File: src/common/uart_pkg.sv
// constants, field layout and state types of the two-mode serial port
package uart_pkg;

  // ==========================================================
  // register map (byte addresses on the APB bus)
  localparam logic [7:0] CTRL_OFFSET = 8'h00;
  localparam logic [7:0] BUF_OFFSET = 8'h04;

  // ==========================================================
  // serial_control field positions
  localparam int RXDONE_POS = 0;
  localparam int TXDONE_POS = 1;
  localparam int NINTH_POS = 2;
  localparam int RXEN_POS = 4;
  localparam int QUAL_POS = 5;
  localparam int MODE_LOW_POS = 6;
  localparam int MODE_HIGH_POS = 7;
  localparam int FAST_BAUD_POS = 8;
  localparam int CTRL_WIDTH = 9;
  localparam logic [8:0] CTRL_RESET = 9'h000;

  // ==========================================================
  // mode select encodings
  localparam logic [1:0] MODE_SHIFT = 2'h0;
  localparam logic [1:0] MODE_ASYNC = 2'h1;

  // ==========================================================
  // shift mode timing, in oscillator periods
  localparam logic [3:0] M0_FAST_LEN = 4'h4;
  localparam logic [3:0] M0_FAST_LEAD = 4'h1;
  localparam logic [3:0] M0_FAST_LOW = 4'h2;
  localparam logic [3:0] M0_SLOW_LEN = 4'hc;
  localparam logic [3:0] M0_SLOW_LEAD = 4'h3;
  localparam logic [3:0] M0_SLOW_LOW = 4'h6;
  localparam logic [3:0] M0_LAST_BIT = 4'h7;

  // ==========================================================
  // asynchronous mode counts
  localparam logic [3:0] DIV_LAST = 4'hf;
  localparam logic [3:0] VOTE_STATE = 4'h9;
  localparam logic [3:0] TX_LAST_BIT = 4'h9;
  localparam logic [3:0] RX_STOP_BIT = 4'h9;

  // ==========================================================
  // state types
  typedef enum logic [1:0] {SH_IDLE, SH_TX, SH_RX} shift_state_t;
  typedef enum logic {RX_HUNT, RX_FRAME} rx_state_t;

endpackage

File: src/verilog/serial_port.sv
// serial port with synchronous shift mode and 10-bit asynchronous mode
// Operation
// - buffer write loads transmitter, read returns receiver
// - async transmitter and receiver run independently
// - shift mode: data on rxd, clock on txd
// - shift mode frames 8 bits, lsb first
// - shift rate osc/12 or osc/4 by qualifier
// - shift mode buffer write starts transmission
// - fast: data 1 before fall, low 2
// - slow: data 3 before fall, low 6
// - shift mode tx done after last bit
// - shift receive needs enable and done clear
// - rx done after last rise blocks reception
// - async frame: start, 8 data, stop
// - async rate overflow/16 or overflow/32
// - tx bits leave after divider rollovers
// - tx done at tenth rollover with stop
// - receiver idle unless enabled, falling edge starts
// - sample 16x, falling edge resets divider
// - bit value is majority of states 7-9
// - start bit not zero aborts reception
// - load buffer only if done clear, qualifier ok
// - receiver hunts again after stop middle
`timescale 1ns/10ps
module serial_port (
  // clock and reset
  input wire logic mclk_i,
  input wire logic rst_n_i,
  // apb slave
  input wire logic [7:0] paddr_i,
  input wire logic psel_i,
  input wire logic penable_i,
  input wire logic pwrite_i,
  input wire logic [31:0] pwdata_i,
  output logic [31:0] prdata_o,
  output logic pready_o,
  output logic pslverr_o,
  // baud source
  input wire logic timer_overflow_i,
  // serial pins
  input wire logic rxd_i,
  output logic rxd_o,
  output logic rxd_oe_o,
  output logic txd_o
);
  import uart_pkg::*;

  // ==========================================================
  // state
  typedef struct packed {
    shift_state_t sh;
    logic [3:0] ph;
    logic [3:0] bitn;
    logic [7:0] shreg;
    logic [CTRL_WIDTH-1:0] ctrl;
    logic [7:0] rxbuf;
    logic txd;
    logic rxd_out;
    logic rxd_oe;
    logic half;
    logic tx_busy;
    logic [3:0] tx_div;
    logic [3:0] tx_bits;
    logic [9:0] tx_sh;
    logic tx_line;
    rx_state_t rs;
    logic [3:0] rx_div;
    logic [3:0] rx_bits;
    logic [1:0] votes;
    logic [7:0] rx_sh;
    logic rx_prev;
    logic [31:0] prdata;
    logic pready;
    logic pslverr;
  } state_t;

  state_t s;
  state_t next_s;

  // ==========================================================
  // decode helpers
  function automatic logic [3:0] m0_len(input logic q);
    m0_len = q ? M0_FAST_LEN : M0_SLOW_LEN;
  endfunction

  function automatic logic [3:0] m0_fall(input logic q);
    m0_fall = q ? M0_FAST_LEAD : M0_SLOW_LEAD;
  endfunction

  function automatic logic [3:0] m0_rise(input logic q);
    m0_rise = q ? (M0_FAST_LEAD + M0_FAST_LOW) : (M0_SLOW_LEAD + M0_SLOW_LOW);
  endfunction

  function automatic logic majority(input logic a, input logic b, input logic c);
    majority = (a & b) | (a & c) | (b & c);
  endfunction

  logic access;
  logic buf_wr;
  logic ctrl_wr;
  logic tick16;
  logic vote;
  logic [1:0] mode;
  logic qual;

  assign access = psel_i & penable_i & s.pready;
  assign buf_wr = access & pwrite_i & (paddr_i == BUF_OFFSET);
  assign ctrl_wr = access & pwrite_i & (paddr_i == CTRL_OFFSET);
  // double rate uses every overflow, otherwise every second one
  assign tick16 = timer_overflow_i & (s.ctrl[FAST_BAUD_POS] | s.half);
  assign vote = majority(s.votes[1], s.votes[0], rxd_i);
  assign mode = s.ctrl[MODE_HIGH_POS:MODE_LOW_POS];
  assign qual = s.ctrl[QUAL_POS];

  // ==========================================================
  // next state
  always_comb begin
    next_s = s;

    // apb: one wait state, answer registered
    next_s.pready = psel_i & penable_i & ~s.pready;
    next_s.prdata = 32'h0000_0000;
    next_s.pslverr = 1'b0;
    if (psel_i & penable_i & ~s.pready) begin
      if (paddr_i == CTRL_OFFSET) begin
        next_s.prdata = {23'h0, s.ctrl};
      end else if (paddr_i == BUF_OFFSET) begin
        next_s.prdata = {24'h000000, s.rxbuf};
      end else begin
        next_s.pslverr = 1'b1;
      end
    end

    // control write: flags can only be cleared, ninth bit is read-only
    if (ctrl_wr) begin
      next_s.ctrl = pwdata_i[CTRL_WIDTH-1:0];
      next_s.ctrl[NINTH_POS] = s.ctrl[NINTH_POS];
      next_s.ctrl[RXDONE_POS] = s.ctrl[RXDONE_POS] & pwdata_i[RXDONE_POS];
      next_s.ctrl[TXDONE_POS] = s.ctrl[TXDONE_POS] & pwdata_i[TXDONE_POS];
      next_s.ctrl[3] = 1'b0;
    end

    // ========================================================
    // shift mode engine
    if (mode == MODE_SHIFT) begin
      if (s.sh == SH_IDLE) begin
        if (buf_wr) begin
          // a write while shifting is dropped to keep the frame intact
          next_s.sh = SH_TX;
          next_s.ph = 4'h0;
          next_s.bitn = 4'h0;
          next_s.shreg = pwdata_i[7:0];
          next_s.rxd_out = pwdata_i[0];
          next_s.rxd_oe = 1'b1;
        end else if (s.ctrl[RXEN_POS] & ~s.ctrl[RXDONE_POS]) begin
          next_s.sh = SH_RX;
          next_s.ph = 4'h0;
          next_s.bitn = 4'h0;
          next_s.rxd_oe = 1'b0;
        end
      end else begin
        if (s.ph == m0_len(qual) - 4'h1) begin
          next_s.ph = 4'h0;
          next_s.bitn = s.bitn + 4'h1;
          if (s.sh == SH_TX) begin
            if (s.bitn == M0_LAST_BIT) begin
              next_s.sh = SH_IDLE;
              next_s.rxd_oe = 1'b0;
              next_s.ctrl[TXDONE_POS] = 1'b1;
            end else begin
              next_s.shreg = {1'b0, s.shreg[7:1]};
              next_s.rxd_out = s.shreg[1];
            end
          end
        end else begin
          next_s.ph = s.ph + 4'h1;
        end
        // first high cycle after the rise: partner data is settled
        if (s.sh == SH_RX && s.ph == m0_rise(qual)) begin
          next_s.shreg = {rxd_i, s.shreg[7:1]};
          if (s.bitn == M0_LAST_BIT) begin
            next_s.sh = SH_IDLE;
            next_s.rxbuf = {rxd_i, s.shreg[7:1]};
            next_s.ctrl[RXDONE_POS] = 1'b1;
          end
        end
      end
    end else begin
      next_s.sh = SH_IDLE;
      next_s.rxd_oe = 1'b0;
    end

    // ========================================================
    // asynchronous transmitter, free-running divider
    if (timer_overflow_i) begin
      next_s.half = ~s.half;
    end
    if (mode == MODE_ASYNC) begin
      if (buf_wr & ~s.tx_busy) begin
        next_s.tx_busy = 1'b1;
        next_s.tx_sh = {1'b1, pwdata_i[7:0], 1'b0};
        next_s.tx_bits = 4'h0;
      end
      if (tick16) begin
        next_s.tx_div = s.tx_div + 4'h1;
        if (s.tx_div == DIV_LAST && s.tx_busy) begin
          next_s.tx_line = s.tx_sh[0];
          next_s.tx_sh = {1'b1, s.tx_sh[9:1]};
          next_s.tx_bits = s.tx_bits + 4'h1;
          if (s.tx_bits == TX_LAST_BIT) begin
            next_s.tx_busy = 1'b0;
            next_s.ctrl[TXDONE_POS] = 1'b1;
          end
        end
      end

      // ======================================================
      // asynchronous receiver, its own divider so both run at once
      if (tick16) begin
        next_s.rx_prev = rxd_i;
        next_s.rx_div = s.rx_div + 4'h1;
        next_s.votes = {s.votes[0], rxd_i};
        if (s.rs == RX_HUNT) begin
          if (s.ctrl[RXEN_POS] & s.rx_prev & ~rxd_i) begin
            next_s.rs = RX_FRAME;
            next_s.rx_div = 4'h0;
            next_s.rx_bits = 4'h0;
          end
        end else if (s.rx_div == VOTE_STATE) begin
          next_s.rx_bits = s.rx_bits + 4'h1;
          if (s.rx_bits == 4'h0) begin
            if (vote) begin
              next_s.rs = RX_HUNT;
            end
          end else if (s.rx_bits == RX_STOP_BIT) begin
            next_s.rs = RX_HUNT;
            if (~s.ctrl[RXDONE_POS] & (~qual | vote)) begin
              next_s.rxbuf = s.rx_sh;
              next_s.ctrl[NINTH_POS] = vote;
              next_s.ctrl[RXDONE_POS] = 1'b1;
            end
          end else begin
            next_s.rx_sh = {vote, s.rx_sh[7:1]};
          end
        end
      end
    end else begin
      next_s.tx_busy = 1'b0;
      next_s.tx_line = 1'b1;
      next_s.rs = RX_HUNT;
    end

    // txd carries the shift clock in shift mode, the line otherwise
    if (mode == MODE_SHIFT) begin
      next_s.txd = (next_s.sh == SH_IDLE) | (next_s.ph < m0_fall(qual)) |
                   (next_s.ph >= m0_rise(qual));
    end else begin
      next_s.txd = next_s.tx_line;
    end
  end

  always_ff @(posedge mclk_i or negedge rst_n_i) begin
    if (!rst_n_i) begin
      s <= '{sh: SH_IDLE, ctrl: CTRL_RESET, txd: 1'b1, rxd_out: 1'b1, tx_line: 1'b1,
             tx_sh: 10'h3ff, rs: RX_HUNT, rx_prev: 1'b1, default: '0};
    end else begin
      s <= next_s;
    end
  end

  assign prdata_o = s.prdata;
  assign pready_o = s.pready;
  assign pslverr_o = s.pslverr;
  assign rxd_o = s.rxd_out;
  assign rxd_oe_o = s.rxd_oe;
  assign txd_o = s.txd;
endmodule

File: config.mk
export PLATFORM = sky130hd
export DESIGN_NAME = serial_port
export DESIGN_NICKNAME = d
export VERILOG_FILES = /design/src/common/uart_pkg.sv /design/src/verilog/serial_port.sv
export SDC_FILE = /design/constraint.sdc
export NUM_CORES = 1
export LEC_CHECK = 0
export BUFFER_PORTS_ARGS = -buffer_cell sky130_fd_sc_hd__buf_4
export CAP_MARGIN = 10
export CORE_UTILIZATION = 60
export CTS_CLUSTER_DIAMETER = 100
export DETAILED_ROUTE_END_ITERATION = 8
export PLACE_DENSITY = 0.81
export SYNTH_ARGS = -nofsm -noshare
export SYNTH_HDL_FRONTEND = slang
export SYNTH_SLANG_ARGS = --single-unit
export TNS_END_PERCENT = 20
File: constraint.sdc
create_clock -name mclk_i -period 4.1 [get_ports mclk_i]
set_input_delay 0.82 -clock mclk_i [delete_from_list [all_inputs] [get_ports mclk_i]]
set_output_delay 0.82 -clock mclk_i [all_outputs]
set_load 0.05 [all_outputs]
# After elaboration in Yosys (flattened, before gate mapping)
# Index checks and enable logic that the tools add are counted.
[totals]
reg_bits = 112
in_bits = 47
out_inout_bits = 37
wordCells = 186
[op_classes]
n_addsub = 7
n_lt_le_gt_ge = 2
eq_ne = 21
n_mux = 81
n_bitwise = 31
n_reduce_logical = 19
[op_table]
columns = ["cell", "n"]
rows = [
  ["2-to-1 mux 9 bit", 11],
  ["2-to-1 mux 8 bit", 9],
  ["2-to-1 mux 10 bit", 4],
  ["2-to-1 mux 20 bit", 2],
  ["2-to-1 mux 1 bit", 31],
  ["adder 4 x 1 -> 4 bit (second input constant)", 6],
  ["2-to-1 mux 2 bit", 12],
  ["2-to-1 mux 4 bit", 6],
  ["2-to-1 mux 18 bit", 1],
  ["AND 1 bit", 17],
  ["== test 4 bit (second input constant)", 4],
  ["2-to-1 mux 16 bit", 1],
  ["2-to-1 mux 15 bit", 1],
  ["2-to-1 mux 14 bit", 1],
  ["2-to-1 mux 12 bit", 1],
  ["2-to-1 mux 11 bit", 1],
  ["AND reduction 5 bit", 2],
  ["!= test 3 bit (second input constant)", 3],
  ["== test 4 bit", 2],
  ["== test 8 x 3 -> 1 bit (second input constant)", 1],
  ["logical NOT 8 bit", 1],
  ["inverter 1 bit", 8],
  ["AND reduction 4 bit", 2],
  ["logical NOT 2 bit", 3],
  ["18 further kinds", 31],
]

# Depth between registers and ports, before layout
[depth]
word_depth = 17
mapped_depth = 9
mapped_depth_nobuf = 9

# Worst setup path before layout
# OpenSTA, ideal clock, no wires.
[synth_path]
kind = "input to register"
from = "input paddr_i[1]"
to = "register s, in the netlist txd_o"
t_arrival_ns = 2.605
required_time_ns = 4.014
slack_ns = 1.409
path_stages = 9
cell_sequence = "nor4_2 -> and2_1 -> buf_6 -> a31oi_4 -> a32o_1 -> ha_1 -> a21oi_2 -> a31oi_1 -> o41a_1"
[synth_lines]
columns = ["item", "line", "source"]
rows = [
  ["start: declaration", "serial_port.sv:30", "input wire logic [7:0] paddr_i,"],
  ["end signal: assignment", "serial_port.sv:264", "s <= '{sh: SH_IDLE, ctrl: CTRL_RESET, txd: 1'b1, rxd_out: 1'b1, tx_line: 1'b1,"],
  ["end signal: assignment", "serial_port.sv:267", "s <= next_s;"],
  ["end: declaration", "serial_port.sv:77", "state_t s;"],
]

==> run metrics <==
status=completed; CTS tree=built; FP Rows=31; maxcap violations=0; largest net degree at the start of global routing=89; CP Data Arrival Time=between 3 and 4 ns; deepest clock path buffer count=2; fmax=0.365 GHz; Overall Global Routing Usage=0.241; Tcrit/Tclk final=0.668; Final Util=0.681; Iter 0 DRT Violations=roughly 150; number of diodes=0; GP Congestion=between 0.9 and 1; hpwl dp=between 6 and 7 mm; Fillers=585; sequential share of the synthesized area=0.478; TritonCTS buffer count=9; initial antenna violation count=0; post-CTS sizing=0; WP data required=4.39 ns; Slew HR=0.289; cts hold-fix bufs=0; Post-synth EDFFs=0; minimum clock period=about 2.7 ns; Area Overhead vs Synth=8.05%; Root Buffer=clkbuf_8; pwr/cell area=~390 mW/mm²; layout cell share with drive strength beyond 1=0.244; Yosys top cell by area=dfrtp_1; GR Util met2=0.386; Post-synth ARST share=1.00; Wirelength per Cell=~16 µm; critical path endpoint category=register; DRC viols=0; Chip Width=90.0 µm; Setup violations, final=0; warnings from Yosys=0; Final nets=534; maximum VDD drop=about 0.25 mV; Setup Crit Path Kind=primary input to register; final instance area=0.00502 mm²; clk slew on worst S/H paths=0.09 ns; Netlist Area Pre-Place=0.00465 mm²; Yosys reg bits=just under 90; RSZ-0062 raised after global routing=no; top-area cell type share of the netlist area=0.398; number of I/O port buffers=37; Worst Hold Class=register to register; met3 usage=0.0474; area of the core=approximately 0.0074 mm²; Syn Area/Cell=about 10 µm²; die height=90.0 µm; Yosys cell types=between 70 and 80; Initial Util=0.631; cell count after synthesis=449; Pleak=approximately 2.4 nW; M1 GR Usage=0.330; Main synth FF type=dfrtp_1; vias=around 3200; number of global-route vias before repair=3228; clock sinks=roughly 90; Crit Path Max Fanout=6; Synth area leaders=dfrtp_1 40%, dfstp_2 7.9%, buf_4 5.5%; Worst-Margin Slew=around 1.1 ns; clock insertion delay at the later pin of the skew report=0.36 ns; first-pass detailed-route iteration total=4; type of origin of the critical path=primary input; Via density=between 5 and 6; Post-CTS Setup Bufs=0; Final Hold Violating Endpoints=0; first-pass GRT wire length=approximately 16 mm; Pins Over Slew Limit=0; total wire length=a little over 9 mm; H-tree depth=3; Most Used Layer, Global Route=met2; setup TNS=0 ns; Final Skew=approximately 0.01 ns; Die ar.=about 0.008 mm²; GR Overflow Total=0; placed cell area=0.00483 mm²; post-route ant nets=0; Boundary Pins=84
==> state kept, by name, indices dropped and copies added, names as in the netlist <==
| signal | flops |
|---|---|
| s | 71 |
| prdata_o | 9 |
| mode | 2 |
| pready_o | 1 |
| pslverr_o | 1 |
| qual | 1 |
| rxd_o | 1 |
| rxd_oe_o | 1 |
| txd_o | 1 |
==> placed cells by master (no fill, tap or decap), drive strengths merged, types with 4 or more instances in the layout <==
cell type and instances:
ha 13, nand4 4, a21oi 15, mux2 21, nor2 52, nand2 61
dfrtp 74, o22ai 10, mux2i 16, dfstp 14, conb 23, nor3 9
clkbuf 10, nand2b 8, inv 13, nand3 11, o211ai 5, xnor2 5
buf 39, o21ai 21
==> cells in the mapped netlist, types with 3 or more instances <==
| cell | number |
|---|---|
| nand2_1 | 60 |
| mux2i_1 | 16 |
| a21oi_1 | 13 |
| ha_1 | 13 |
| o211ai_1 | 3 |
| o21ai_1 | 3 |
| xor2_1 | 3 |
| buf_2 | 6 |
| clkbuf_1 | 4 |
| mux2_2 | 14 |
| o22ai_2 | 6 |
| nand3_1 | 10 |
| dfstp_2 | 14 |
| buf_4 | 34 |
| xnor2_1 | 4 |
| nor3b_1 | 3 |
| inv_1 | 11 |
| o22ai_1 | 4 |
| mux2_4 | 7 |
| nor2_1 | 49 |
| o41ai_1 | 3 |
| o21ai_0 | 16 |
| nand2b_1 | 8 |
| dfrtp_1 | 74 |
| nand4_1 | 4 |
| nor3_1 | 9 |
| nand3b_1 | 3 |
==> final cells by class <==
type                       count  area [µm²]  area share
tap                           99         124      0.0247
clock buffer                  10         128      0.0254
multi-input combinational    325        2150       0.428
inverter                      11        41.3     0.00822
clock inverter                 6        67.6      0.0135
timing repair buffer          39         293      0.0583
sequential                    88        2220       0.442
==> per-layer routing <==
metal  part of all wire  vias to the layer above
li1                   -                     1546
met3              0.044                       12
met1               0.46                     1596
met4              0.013                        0
met5                  0                        -
met2               0.49                       80
==> report_power, final <==
part | total [mW] | internal, mW | switching [mW]
Sequential | 0.994 | 0.934 | 0.0603
Clock | 0.596 | 0.285 | 0.311
Combinational | 0.389 | 0.147 | 0.242
==> stage by stage <==
step                setup WS, ns  total power [mW]  hold slack (ns)  instances
floorplan                   1.41              1.31            0.435        471
global placement            1.10              1.38            0.443        562
detailed placement          1.00              1.40            0.451        562
CTS                         1.40              1.99            0.465        578
global route                1.25              2.07            0.497        578
finish                      1.36              1.98            0.466        578
==> cell families (layout without fill, tap and decap cells) <==
family,count (synthesis),after routing,synth area share
multiplexers,37,37,0.0910
AO/OA/AOI/OAI,73,73,0.122
other,1,23,0.000807
XOR/XNOR,8,8,0.0167
AND/OR/NAND/NOR,170,170,0.175
buffers and inverters,58,66,0.0791
flip-flops,88,88,0.478
adder cells (fa/ha/maj),14,14,0.0371
==> final timing paths <==
path	start	endpoint	slack (ns)	cells past startpoint
max	paddr_i[1]	txd_o	1.36	9
min	s[34]	s[34]	0.47	2
max reg2reg	s[112]	txd_o	1.57	8
min reg2reg	s[34]	s[34]	0.47	2
max in group asynchronous	rst_n_i	s[49]	2.77	1
min in group asynchronous	rst_n_i	s[103]	0.64	1
==> critical path, cell delays in order <==
cell and delay [ns]:
buf_4 0.11, nor4_2 0.34, and2_1 0.35, a31oi_4 0.16
a32o_1 0.27, ha_1 0.32, a21oi_2 0.13, a31oi_1 0.10
o41a_1 0.41
(Power assumes the default switching activity.)
